==> src/rtl/video_fetch_pkg.sv <==
// Constants and carrier types for the video fetch and palette back end
package video_fetch_pkg;
	localparam int COUNT_W = 10;
	localparam int ADDR_W = 16;
	localparam int WORD_W = 16;
	localparam int PIX_W = 4;
	localparam int COLOR_W = 12;
	localparam int PAL_DEPTH = 16;
	localparam logic [COUNT_W-1:0] VERT_ACTIVE_LINES = 10'h190;
	localparam logic [3:0] MONO_FETCH_LAST = 4'hF;
	localparam logic [3:0] COLOR_FETCH_LAST = 4'h7;
	localparam logic [PIX_W-1:0] MONO_INDEX_CLEAR = 4'h0;
	localparam logic [PIX_W-1:0] MONO_INDEX_SET = 4'hF;
	localparam int DELAY_STAGES = 2;
	localparam logic [COLOR_W-1:0] BLACK = 12'h000;
	localparam logic [COLOR_W-1:0] PAL_RESET = 12'h000;
	localparam logic [3:0] BORDER_RESET = 4'h0;
	localparam logic [7:0] RG_RESET = 8'h00;

	// Beam position and timing flags from the counters
	typedef struct packed {
		logic [COUNT_W-1:0] horizontal_dot_count;
		logic [COUNT_W-1:0] vertical_line_count;
		logic active_video_flag;
		logic retrace_blank;
	} beam_t;

	// Colour output to the DACs
	typedef struct packed {
		logic [3:0] red;
		logic [3:0] green;
		logic [3:0] blue;
	} rgb_t;
endpackage

==> src/rtl/pixel_shifter.sv <==
// Reconfigurable 16-bit pixel shifter feeding the palette
module pixel_shifter
	import video_fetch_pkg::*;
(
	input wire logic i_clk,
	input wire logic i_rst_n,
	input wire logic i_pixel_depth_select,
	input wire logic i_load,
	input wire logic i_hold,
	input wire logic [WORD_W-1:0] i_word,
	output logic [PIX_W-1:0] o_pixel
);
	logic [WORD_W-1:0] sh_r;
	logic [WORD_W-1:0] load_word;
	logic [WORD_W-1:0] shift_nxt;
	logic [WORD_W-1:0] plane_word;

	// Mixed endian: low byte MSB leaves first, then the high byte
	assign load_word = {i_word[7:0], i_word[15:8]};

	// Colour mode routes bit b of each nibble into chain b, so the four
	// chain heads together form one whole pixel, leftmost nibble first
	always_comb begin
		plane_word = '0;
		for (int b = 0; b < 4; b++) begin
			for (int k = 0; k < 4; k++) begin
				plane_word[b*4+k] = load_word[k*4+b];
			end
		end
	end

	// Same flops, routing picks one 16-bit chain or four 4-bit chains
	always_comb begin
		shift_nxt = {sh_r[14:0], 1'b0};
		if (i_pixel_depth_select) begin
			for (int c = 0; c < 4; c++) begin
				shift_nxt[c*4 +: 4] = {sh_r[c*4 +: 3], 1'b0};
			end
		end
	end

	// Shift chains; colour mode holds on odd dots for double-wide pixels
	always_ff @(posedge i_clk or negedge i_rst_n) begin
		if (!i_rst_n) begin
			sh_r <= '0;
		end else if (i_load) begin
			sh_r <= i_pixel_depth_select ? plane_word : load_word;
		end else if (!(i_pixel_depth_select && i_hold)) begin
			sh_r <= shift_nxt;
		end
	end

	// One 4-bit pixel per clock in mono mode, one per two clocks in colour mode
	always_ff @(posedge i_clk or negedge i_rst_n) begin
		if (!i_rst_n) begin
			o_pixel <= '0;
		end else if (i_pixel_depth_select) begin
			o_pixel <= {sh_r[15], sh_r[11], sh_r[7], sh_r[3]};
		end else begin
			o_pixel <= sh_r[15] ? MONO_INDEX_SET : MONO_INDEX_CLEAR;
		end
	end
endmodule

==> src/rtl/video_fetch_and_palette.sv <==
// Video address generation, shifter control and palette with border/black
// Overview of operation
// - The shifter flops form one 16-bit chain in 1-bit mode or four 4-bit chains in 4-bit mode.
// - Fetches are whole 16-bit words so the address has no bit 0.
// - In 1-bit mode the address is line count 8..0 then dot count 8..4.
// - In 4-bit mode the address is line count 8..1 then dot count 8..3, repeating lines.
// - Vertical data-valid drops at line 400 so no address exceeds 0x31FF.
// - Address bits 15 and 16 are always zero.
// - The shifter gives one 4-bit pixel per clock in 1-bit mode and one per two clocks in 4-bit mode.
// - The palette is a dual-port RAM mapping 4-bit pixels to 12-bit RGB.
// - In the border the palette is read at the border entry instead.
// - During retrace the colour output is black.
// - Data-valid is delayed one clock for the border select and blanking two clocks for the black output.
// - Mono pixels pick entry 0 or 15; colour nibbles pick any of 16.
// - The border entry is the low four bits of the border colour write.
// - Palette write stages red/green, then commits blue with index in high nibble.
// - The shifter reloads every 16 or 8 clocks under data-valid, never otherwise.
module video_fetch_and_palette
	import video_fetch_pkg::*;
(
	input wire logic i_clk,
	input wire logic i_rst_n,
	input wire beam_t i_beam,
	input wire logic i_pixel_depth_select,
	input wire logic [WORD_W-1:0] i_mem_data,
	input wire logic i_border_we,
	input wire logic [7:0] i_border_data,
	input wire logic i_palette_red_green_stage,
	input wire logic i_palette_blue_commit,
	input wire logic [7:0] i_wr_data,
	output logic [ADDR_W:0] o_video_word_address,
	output logic o_fetch,
	output rgb_t o_rgb
);
	logic [3:0] dot_phase;
	logic [3:0] fetch_last;
	logic vert_valid;
	logic fetch_now;
	logic load_r;
	logic [PIX_W-1:0] pixel;
	logic [PIX_W-1:0] border_index_r;
	logic [7:0] rg_stage_r;
	logic [COLOR_W-1:0] palette_r [PAL_DEPTH];
	logic [PIX_W-1:0] read_index;
	logic [COLOR_W-1:0] pal_out_r;
	logic [DELAY_STAGES-1:0] valid_dly_r;
	logic [DELAY_STAGES-1:0] blank_dly_r;
	logic border_sel;

	// Fetch phase comes from the dot counter, no private counter to drift
	assign dot_phase = i_beam.horizontal_dot_count[3:0];
	assign fetch_last = i_pixel_depth_select ? COLOR_FETCH_LAST
		: MONO_FETCH_LAST;

	// Gate on line count too, guarding against a late valid flag
	assign vert_valid = i_beam.vertical_line_count < VERT_ACTIVE_LINES;

	// Fetch one word ahead so it lands at the start of the next group
	assign fetch_now = i_beam.active_video_flag && vert_valid
		&& ((dot_phase & fetch_last) == fetch_last);
	assign o_fetch = fetch_now;

	// Word address from counters; bit 0 absent, top bits tied low
	always_ff @(posedge i_clk or negedge i_rst_n) begin
		if (!i_rst_n) begin
			o_video_word_address <= '0;
		end else if (fetch_now) begin
			// Bit 0 here is byte address bit 1, so 14 and 15 carry the two
			// always-zero video lines and 16 is spare
			o_video_word_address[16:14] <= 3'h0;
			if (i_pixel_depth_select) begin
				o_video_word_address[13:0] <= {
					i_beam.vertical_line_count[8:1],
					i_beam.horizontal_dot_count[8:3]
						+ 6'h01};
			end else begin
				o_video_word_address[13:0] <= {
					i_beam.vertical_line_count[8:0],
					i_beam.horizontal_dot_count[8:4]
						+ 5'h01};
			end
		end
	end

	// Data is returned the clock after the fetch, as the new address is presented
	always_ff @(posedge i_clk or negedge i_rst_n) begin
		if (!i_rst_n) begin
			load_r <= 1'b0;
		end else begin
			load_r <= fetch_now;
		end
	end

	pixel_shifter u_shifter (
		.i_clk(i_clk),
		.i_rst_n(i_rst_n),
		.i_pixel_depth_select(i_pixel_depth_select),
		.i_load(load_r),
		.i_hold(dot_phase[0]),
		.i_word(i_mem_data),
		.o_pixel(pixel)
	);

	// Border colour register, write only; only the low nibble is kept
	always_ff @(posedge i_clk or negedge i_rst_n) begin
		if (!i_rst_n) begin
			border_index_r <= BORDER_RESET;
		end else if (i_border_we) begin
			border_index_r <= i_border_data[3:0];
		end
	end

	// Red/green staging; software must write it before the commit
	always_ff @(posedge i_clk or negedge i_rst_n) begin
		if (!i_rst_n) begin
			rg_stage_r <= RG_RESET;
		end else if (i_palette_red_green_stage) begin
			rg_stage_r <= i_wr_data;
		end
	end

	// Palette write port, one entry per generate slot
	for (genvar e = 0; e < PAL_DEPTH; e++) begin : g_pal
		always_ff @(posedge i_clk or negedge i_rst_n) begin
			if (!i_rst_n) begin
				palette_r[e] <= PAL_RESET;
			end else if (i_palette_blue_commit
				&& i_wr_data[7:4] == PIX_W'(e)) begin
				palette_r[e] <= {rg_stage_r, i_wr_data[3:0]};
			end
		end
	end

	// Flags delayed to match shifter and palette read stages
	always_ff @(posedge i_clk or negedge i_rst_n) begin
		if (!i_rst_n) begin
			valid_dly_r <= '0;
			blank_dly_r <= '0;
		end else begin
			valid_dly_r <= {valid_dly_r[0],
				i_beam.active_video_flag && vert_valid};
			blank_dly_r <= {blank_dly_r[0], i_beam.retrace_blank};
		end
	end

	// Border when neither active nor retrace at the pixel's own time
	assign border_sel = !valid_dly_r[0] && !blank_dly_r[0];
	assign read_index = border_sel ? border_index_r : pixel;

	// Palette read port, registered like a block RAM
	always_ff @(posedge i_clk or negedge i_rst_n) begin
		if (!i_rst_n) begin
			pal_out_r <= BLACK;
		end else begin
			pal_out_r <= palette_r[read_index];
		end
	end

	// Black in retrace; monitors misbehave if driven then
	always_comb begin
		o_rgb = pal_out_r;
		if (blank_dly_r[1]) begin
			o_rgb = BLACK;
		end
	end
endmodule

==> config.mk <==
export PLATFORM = sky130hd
export DESIGN_NAME = video_fetch_and_palette
export DESIGN_NICKNAME = d
export VERILOG_FILES = /design/src/rtl/video_fetch_pkg.sv /design/src/rtl/pixel_shifter.sv /design/src/rtl/video_fetch_and_palette.sv
export SDC_FILE = /design/constraint.sdc
export NUM_CORES = 1
export LEC_CHECK = 0
export BUFFER_PORTS_ARGS = -buffer_cell sky130_fd_sc_hd__buf_2
export CELL_PAD_IN_SITES_DETAIL_PLACEMENT = 1
export CELL_PAD_IN_SITES_GLOBAL_PLACEMENT = 2
export CORE_ASPECT_RATIO = 0.8
export CORE_MARGIN = 2
export CORE_UTILIZATION = 42
export CTS_CLUSTER_DIAMETER = 30
export DETAILED_ROUTE_END_ITERATION = 8
export PLACE_DENSITY = 0.78
export SKIP_LAST_GASP = 1
export SYNTH_ARGS = -nofsm -noshare
export SYNTH_HDL_FRONTEND = slang
export SYNTH_SLANG_ARGS = --single-unit
export TNS_END_PERCENT = 50
==> constraint.sdc <==
create_clock -name i_clk -period 2.15 [get_ports i_clk]
set_input_delay 0 -clock i_clk [delete_from_list [all_inputs] [get_ports i_clk]]
set_output_delay 0 -clock i_clk [all_outputs]
set_load 0.05 [all_outputs]
# Word-level counts from Yosys, hierarchy flattened
# Index checks and enable logic that the tools add are counted.
# op_classes
add_sub_neg	2
n_lt_le_gt_ge	2
n_eq_ne	17
muxes	13
bitwise_logic	2
reduce_logical	23
# ops
op	count
$bmux W12 S4	1
$mux W12	3
$eq A4 B4 Y1 const B	8
$mux W16	2
$logic_and A1 B1 Y1	20
$eq A4 B3 Y1 const B	4
$mux W4	4
$mux W15	1
$mux W13	1
$lt A10 B9 Y1 const B	1
$eq A4 B2 Y1 const B	2
$add A6 B1 Y6 const B	1
$mux W6	1
$add A5 B1 Y5 const B	1
$ge A5 B5 Y1 const B	1
$not A4 Y5	1
$and A4 B4 Y4	1
$eq A4 B1 Y1 const B	1
$eq A4 B4 Y1	1
$logic_not A4 Y1	1
$logic_not A1 Y1	2
$ne A2 B2 Y1 const B	1
# totals
register_bits	254
inputBits	60
out_inout_bits	30

# Logic depth before layout (Yosys ltp)
# depth
word_depth	7
ltp_mapped	9
mapped_depth_nobuf	6

# By module
# Synthesis repeated with hierarchy kept, for this count alone.
# unflattened
hier_cells	980
hier_area_um2	12007.8
# by_module_without_submodules
module	n_inst	cells_per_inst	area_each_um2	seq_area_each_um2
video_fetch_and_palette	1	870	10923.0	5855.6
pixel_shifter	1	110	1084.8	500.5

# Worst setup path after synthesis
# OpenSTA, ideal clock, no wires.
# synth_timing
path_kind	flip-flop to flip-flop
from	register blank_dly_r[0]
to	register pal_out_r[1]
setup_time_ns	0.132
t_arrival_ns	1.626
slack_ns	0.393
stages_incl_launch_ff	9
n_path_buf	3
period_less_slack_ns	1.757
cell_sequence	dfrtp_1 -> buf_6 -> nor2_8 -> mux2_4 -> buf_6 -> buf_8 -> mux2i_1 -> o221ai_1 -> o2bb2ai_1
# synth_between
elab_chain_cells	7
# synth_lines
item	line_no	source
start, declared	video_fetch_and_palette.sv:47	logic [DELAY_STAGES-1:0] blank_dly_r;
start signal, assigned	video_fetch_and_palette.sv:142	blank_dly_r <= {blank_dly_r[0], i_beam.retrace_blank};
$logic_not A1 Y1	video_fetch_and_palette.sv:147	assign border_sel = !valid_dly_r[0] && !blank_dly_r[0];
$logic_and A1 B1 Y1	video_fetch_and_palette.sv:147	
$mux W4	video_fetch_and_palette.sv:148	assign read_index = border_sel ? border_index_r : pixel;
$not A4 Y5 (implied by the code)	video_fetch_and_palette.sv:155	pal_out_r <= palette_r[read_index];
$bmux W12 S4	video_fetch_and_palette.sv:155	
$mux W12 (implied by the code) (2 in series)	video_fetch_and_palette.sv:155	
end signal, assigned	video_fetch_and_palette.sv:155	
end, declared	video_fetch_and_palette.sv:45	logic [COLOR_W-1:0] pal_out_r;
# No other way between the ends. The select of a mux whose other input is x is not followed.
# A chain may end at the register's enable or synchronous reset.

# Worst setup path in the final report
# layout_timing
from	input i_beam[8] (netlist bit)
to	output o_fetch
# layout_between
elab_chain_cells	3
# layout_lines
item	line_no	source
start, declared	video_fetch_and_palette.sv:23	input wire beam_t i_beam,
$lt A10 B9 Y1	video_fetch_and_palette.sv:56	assign vert_valid = i_beam.vertical_line_count < VERT_ACTIVE_LINES;
$logic_and A1 B1 Y1	video_fetch_and_palette.sv:59	assign fetch_now = i_beam.active_video_flag && vert_valid
$logic_and A1 B1 Y1	video_fetch_and_palette.sv:60	&& ((dot_phase & fetch_last) == fetch_last);
end, declared	video_fetch_and_palette.sv:32	output logic o_fetch,
# No other way between the ends.

==> results.md <==
- After detailed placement, the total cell area comes to between 10000 and 15000 sq um.
- Of all nets on the critical path, the largest fanout is 19.
- Setup slack on the worst reg-to-reg path comes out at 100 ps.
- The post-route setup TNS is 0 ps.
- The portion of the post-synthesis area used by sequential elements is between 50% and 60%.
- The largest family of logic cells by synthesized area is multiplexers.
- The async set-reset flop share out of synthesis is 100%.
- Summing every instance area after synthesis gives ~12000 sq um.
- The worst setup path is of the input port to primary output kind.
- Power spread over the standard cell area amounts to between 1000 and 1500 nW/um^2.
- The maximum clock path buffer count is 3.
- The final core utilization is about 55%.
- The data required time of the worst path is between 2000 and 2500 ps.
- The number of global-route vias before repair was ~9600.
- The total global-route track usage is roughly a quarter.
- The number of pins exceeding their max-slew limit in the final report is 0.
- The worst register-to-register path has a depth of 6.
- The pre-antenna-repair detailed-routing pass consisted of 4 iterations.
- The startpoint of the lowest-slack hold path is i_beam[12].
- In the final routed layout, each cell accounts on average for roughly 22 um.
- At the end of routability-driven placement, the weighted congestion stood at between 0.7 and 0.8.
- Compared with the post-synthesis result, the final layout area differs by 29.0%.
- The flow ran to the end, and the final reports show no timing, DRC or antenna violations.
- The number of violations of the max-capacitance limit is 0.
- The endpoint identified for the worst register-to-register timing path is pal_out_r[6].
- By instance count, the cell type seen most on the critical path is sky130_fd_sc_hd__nor3b_2.
- The count of buffers added on input and output ports is 81.
- Walking the worst path, the cells encountered are dlygate4sd3_1 > buf_2 > o311a_1 > nor3b_2 > nor3b_2 > buf_4 > clkbuf_4.
- The count of final hold-check violations is 0.
- The via count is around 8600.
- The complex-gate fraction of the synthesized area is about 8%.
- In this run the core area contains 55 standard-cell rows.
- Clock-pin slew was measured on the worst setup and hold paths at 40 ps.
- The number of design-rule violations left by the first detailed-router iteration is between 300 and 400.
- After detailed routing, the number of remaining DRC violations is 0.
- The worst hold path depth is 4.
- For hold timing, the worst endpoint is u_shifter.sh_r[2].
- The net count of the finished layout is about 1200.
- The worst-case clock skew is approximately 23 ps.
- The number of different library cells in the post-synthesis netlist is 53.
- STA classifies the critical path startpoint as an input port.
- CTS built an H-tree with a depth of 2.
- The TritonCTS sink count is around 250.
- The first-pass GRT wire length is around 54 mm.
- The cell sitting at the root of the clock tree is a sky130_fd_sc_hd__clkbuf_16.
- The number of warnings reported in the yosys synthesis log is 0.
- The initial utilization of the core area, before any placement, comes to 42.6%.
- Of the total synthesized cell area, the portion taken by full adders, half adders and majority gates is less than 1%.
- The synthesis-stage register bit count is 254.
- In this run the remaining antenna-violating nets after routing total 0.
- For the worst setup path, the data arrival time is between 2000 and 2500 ps.
- The number of fill cells in the layout is between 2000 and 3000.
- The xor/xnor cell area share of the yosys netlist is less than 1%.
- Of the post-synthesis cell area, the part taken by muxes is 25.7%.
- For the pin with the worst max-slew slack, the measured transition is approximately 840 ps.
- The type of element capturing the critical path is a primary output.
- The share of layout cells above drive strength 1 is a little under two fifths.
- In this run the tightest slew margin relative to its limit is 44.0%.
- TritonCTS built the clock tree.
- The highest cell delay on the worst timing path is ~540 ps.
- The number of buffers and inverters on the critical path is 4.
- Broken down by cell family, the worst path's largest delay share belongs to buffers and inverters.
- The pin count of the biggest net entering global routing is 59.
- The final count of negative-setup-slack endpoints is 0.
- The vias per cell is around 5.6.
- The final cycle utilization of the critical path is between 90% and 100%.
- The vertical die dimension is 155 um.
- The die extent in x is roughly 190 um.
- Setup repair after global routing could not meet its margin everywhere.
- The flip-flop cell with the highest count after synthesis is sky130_fd_sc_hd__dfrtp_1.
- After synthesis, the mean cell area works out to between 10 and 15 sq um.
- The die covers approximately 30000 sq um.
- The count of mapped cells out of synthesis is around 970.
- The static leakage power is slightly below 7 nW.
- The repair_antennas step left the layout with diodes totalling 0.
- Global routing finished with a remaining overflow of 0.
- Across the VDD grid, the largest voltage drop is 0.905 mV.
- With fillers left out, the area of the finished cells amounts to roughly 16000 sq um.
- The clock network latency to the later pin of the worst-skew pair is roughly 570 ps.
- The largest individual stage delay along the critical path comes from the cell sky130_fd_sc_hd__dlygate4sd3_1.
- The launch point of the worst reg-to-reg path is valid_dly_r[0].
- Pin placement for this block handled 90 I/O pins.
- The placeable core region is between 20000 and 30000 sq um.
- Based on the critical path, the design can be clocked at up to 0.470 GHz.
- The detailed-route wire length is ~34 mm.
- Buffers inserted during clock tree synthesis total 53.
- The number of flops mapped to enable cells by yosys is 0.
- Summing the areas of all and, or, nand and nor instances in the mapped netlist gives around 8.5% of the synthesized area.
- After layout, the minimum clock period comes to 2130 ps.
- The number of antenna violations at the first check in global routing came to 0.
- The worst min-delay path class is input port to register.
- After legalization and detailed placement, the total HPWL measured between 15 and 20 mm.
metal layers:
layer	up-vias	share of wire [%]	global-route usage [%]
li1	3915	-	-
met1	4545	46	31.9
met2	136	49	39.0
met3	44	3.4	3.83
met4	0	1.6	6.13
met5	-	0	0
worst reg2reg max path, stage by stage (launching register included):
cell                        delay (ps)
sky130_fd_sc_hd__dfrtp_1           500
sky130_fd_sc_hd__buf_4             220
sky130_fd_sc_hd__nor2_8            160
sky130_fd_sc_hd__mux2_4            490
sky130_fd_sc_hd__mux2i_1           260
sky130_fd_sc_hd__o221ai_1          160
sky130_fd_sc_hd__o2bb2ai_1         150
layout make-up:
class / count / area [sq um] / share of cell area (%)
tap: 370 / 463 / 2.99
timing repair buffer: 195 / 1660 / 10.7
sequential: 254 / 6360 / 41.0
clock inverter: 24 / 328 / 2.11
multi-input combinational: 631 / 5200 / 33.5
clock buffer: 72 / 1490 / 9.59
inverter: 2 / 7.51 / 0.0484
logic make-up (layout without fill, tap and decap cells):
group / count (synthesis) / count (layout)
simple gates: 186 / 186
other cells: 1 / 3
fa+ha+maj: 2 / 2
flops: 254 / 254
xor+xnor: 7 / 7
mux: 279 / 279
buf+inv: 86 / 293
compound gates: 154 / 154
registers in the layout (all words and copies together) (netlist names):
| register | cells |
|---|---|
| palette_r | 192 |
| u_shifter.sh_r | 16 |
| o_video_word_address | 14 |
| pal_out_r | 12 |
| rg_stage_r | 8 |
| border_index_r | 4 |
| u_shifter.o_pixel | 4 |
| blank_dly_r | 2 |
| load_r | 1 |
| valid_dly_r | 1 |
placed cells by master (no fill, tap or decap), types with 5 or more instances in the layout:
master,count
sky130_fd_sc_hd__o221ai_1,24
sky130_fd_sc_hd__clkbuf_8,9
sky130_fd_sc_hd__nand2b_1,7
sky130_fd_sc_hd__nand4_1,13
sky130_fd_sc_hd__buf_2,79
sky130_fd_sc_hd__bufinv_16,7
sky130_fd_sc_hd__nand3_1,54
sky130_fd_sc_hd__dlygate4sd3_1,73
sky130_fd_sc_hd__and3_1,5
sky130_fd_sc_hd__mux2i_1,59
sky130_fd_sc_hd__o22ai_1,5
sky130_fd_sc_hd__o21ai_0,51
sky130_fd_sc_hd__nor3_1,24
sky130_fd_sc_hd__a21oi_1,38
sky130_fd_sc_hd__nor2b_1,13
sky130_fd_sc_hd__o2bb2ai_1,12
sky130_fd_sc_hd__clkbuf_16,53
sky130_fd_sc_hd__nor2_1,25
sky130_fd_sc_hd__dfrtp_1,252
sky130_fd_sc_hd__buf_4,25
sky130_fd_sc_hd__mux2_2,207
sky130_fd_sc_hd__nand3b_1,6
sky130_fd_sc_hd__nand2_1,21
sky130_fd_sc_hd__buf_12,15
sky130_fd_sc_hd__o21ai_1,11
sky130_fd_sc_hd__clkinv_2,10
sky130_fd_sc_hd__clkbuf_1,10
sky130_fd_sc_hd__mux2_1,10
cells in the mapped netlist (3+ instances only):
cell                        number  area (sq um)
sky130_fd_sc_hd__nor3_1         24           120
sky130_fd_sc_hd__a21oi_1        38           190
sky130_fd_sc_hd__o2bb2ai_1      12           105
sky130_fd_sc_hd__buf_6          12           135
sky130_fd_sc_hd__nand2b_1        7          43.8
sky130_fd_sc_hd__o221ai_1       24           210
sky130_fd_sc_hd__nand2_1        21          78.8
sky130_fd_sc_hd__buf_2          29           145
sky130_fd_sc_hd__clkbuf_1       33           124
sky130_fd_sc_hd__dfrtp_1       254          6360
sky130_fd_sc_hd__mux2_2        207          2330
sky130_fd_sc_hd__o21ai_0        53           265
sky130_fd_sc_hd__and3_1          5          31.3
sky130_fd_sc_hd__o21ai_1        10          50.1
sky130_fd_sc_hd__o22ai_1         5          31.3
sky130_fd_sc_hd__mux2i_1        59           591
sky130_fd_sc_hd__buf_4           4          30.0
sky130_fd_sc_hd__a211oi_1        4          30.0
sky130_fd_sc_hd__nand4_1        13          81.3
sky130_fd_sc_hd__or3_1           3          18.8
sky130_fd_sc_hd__nand3_1        54           270
sky130_fd_sc_hd__xnor2_1         3          26.3
sky130_fd_sc_hd__buf_1           4          15.0
sky130_fd_sc_hd__nor2b_1        13          81.3
sky130_fd_sc_hd__xor2_1          4          35.0
sky130_fd_sc_hd__nand3b_1        6          45.0
sky130_fd_sc_hd__mux2_1         10           113
sky130_fd_sc_hd__nor2_1         25          93.8
power breakdown:
part           total, mW  switching [mW]  internal, mW
logic               3.45            1.80          1.65
clock network       8.27            2.63          5.64
registers           6.64           0.695          5.94
how the worst max path moves through the flow:
| stage | start | to | depth (start not counted) |
|---|---|---|---|
| floorplan | blank_dly_r[0] | pal_out_r[1] | 8 |
| global placement | blank_dly_r[0] | pal_out_r[11] | 7 |
| detailed placement | valid_dly_r[0] | pal_out_r[1] | 6 |
| CTS | i_beam[8] | o_fetch | 7 |
| global route | i_beam[8] | o_fetch | 7 |
| finish | i_beam[8] | o_fetch | 7 |
through the flow:
stage                     power [mW]  hold WS [ps]  worst slack (ps)  std cells
after floorplan                 8.88          -296               393        971
after global placement          9.82         -32.8               134       1376
after detailed placement        9.98         -34.4               111       1376
after CTS                       18.5          3.73              25.6       1546
after global routing            19.2          65.9              -103       1548
final                           18.4          13.3              23.3       1548
repair_timing:
| action | 4_1_cts | 5_1_grt |
|---|---|---|
| endpoints found under the setup margin | 0 | 15 |
| hold endpoints to repair | 348 | 0 |
| gates resized for setup | 0 | 3 |
| hold buffers | 74 | 0 |
| buffers inserted | 0 | 2 |
Note: power is estimated with default switching activity, not from simulation.
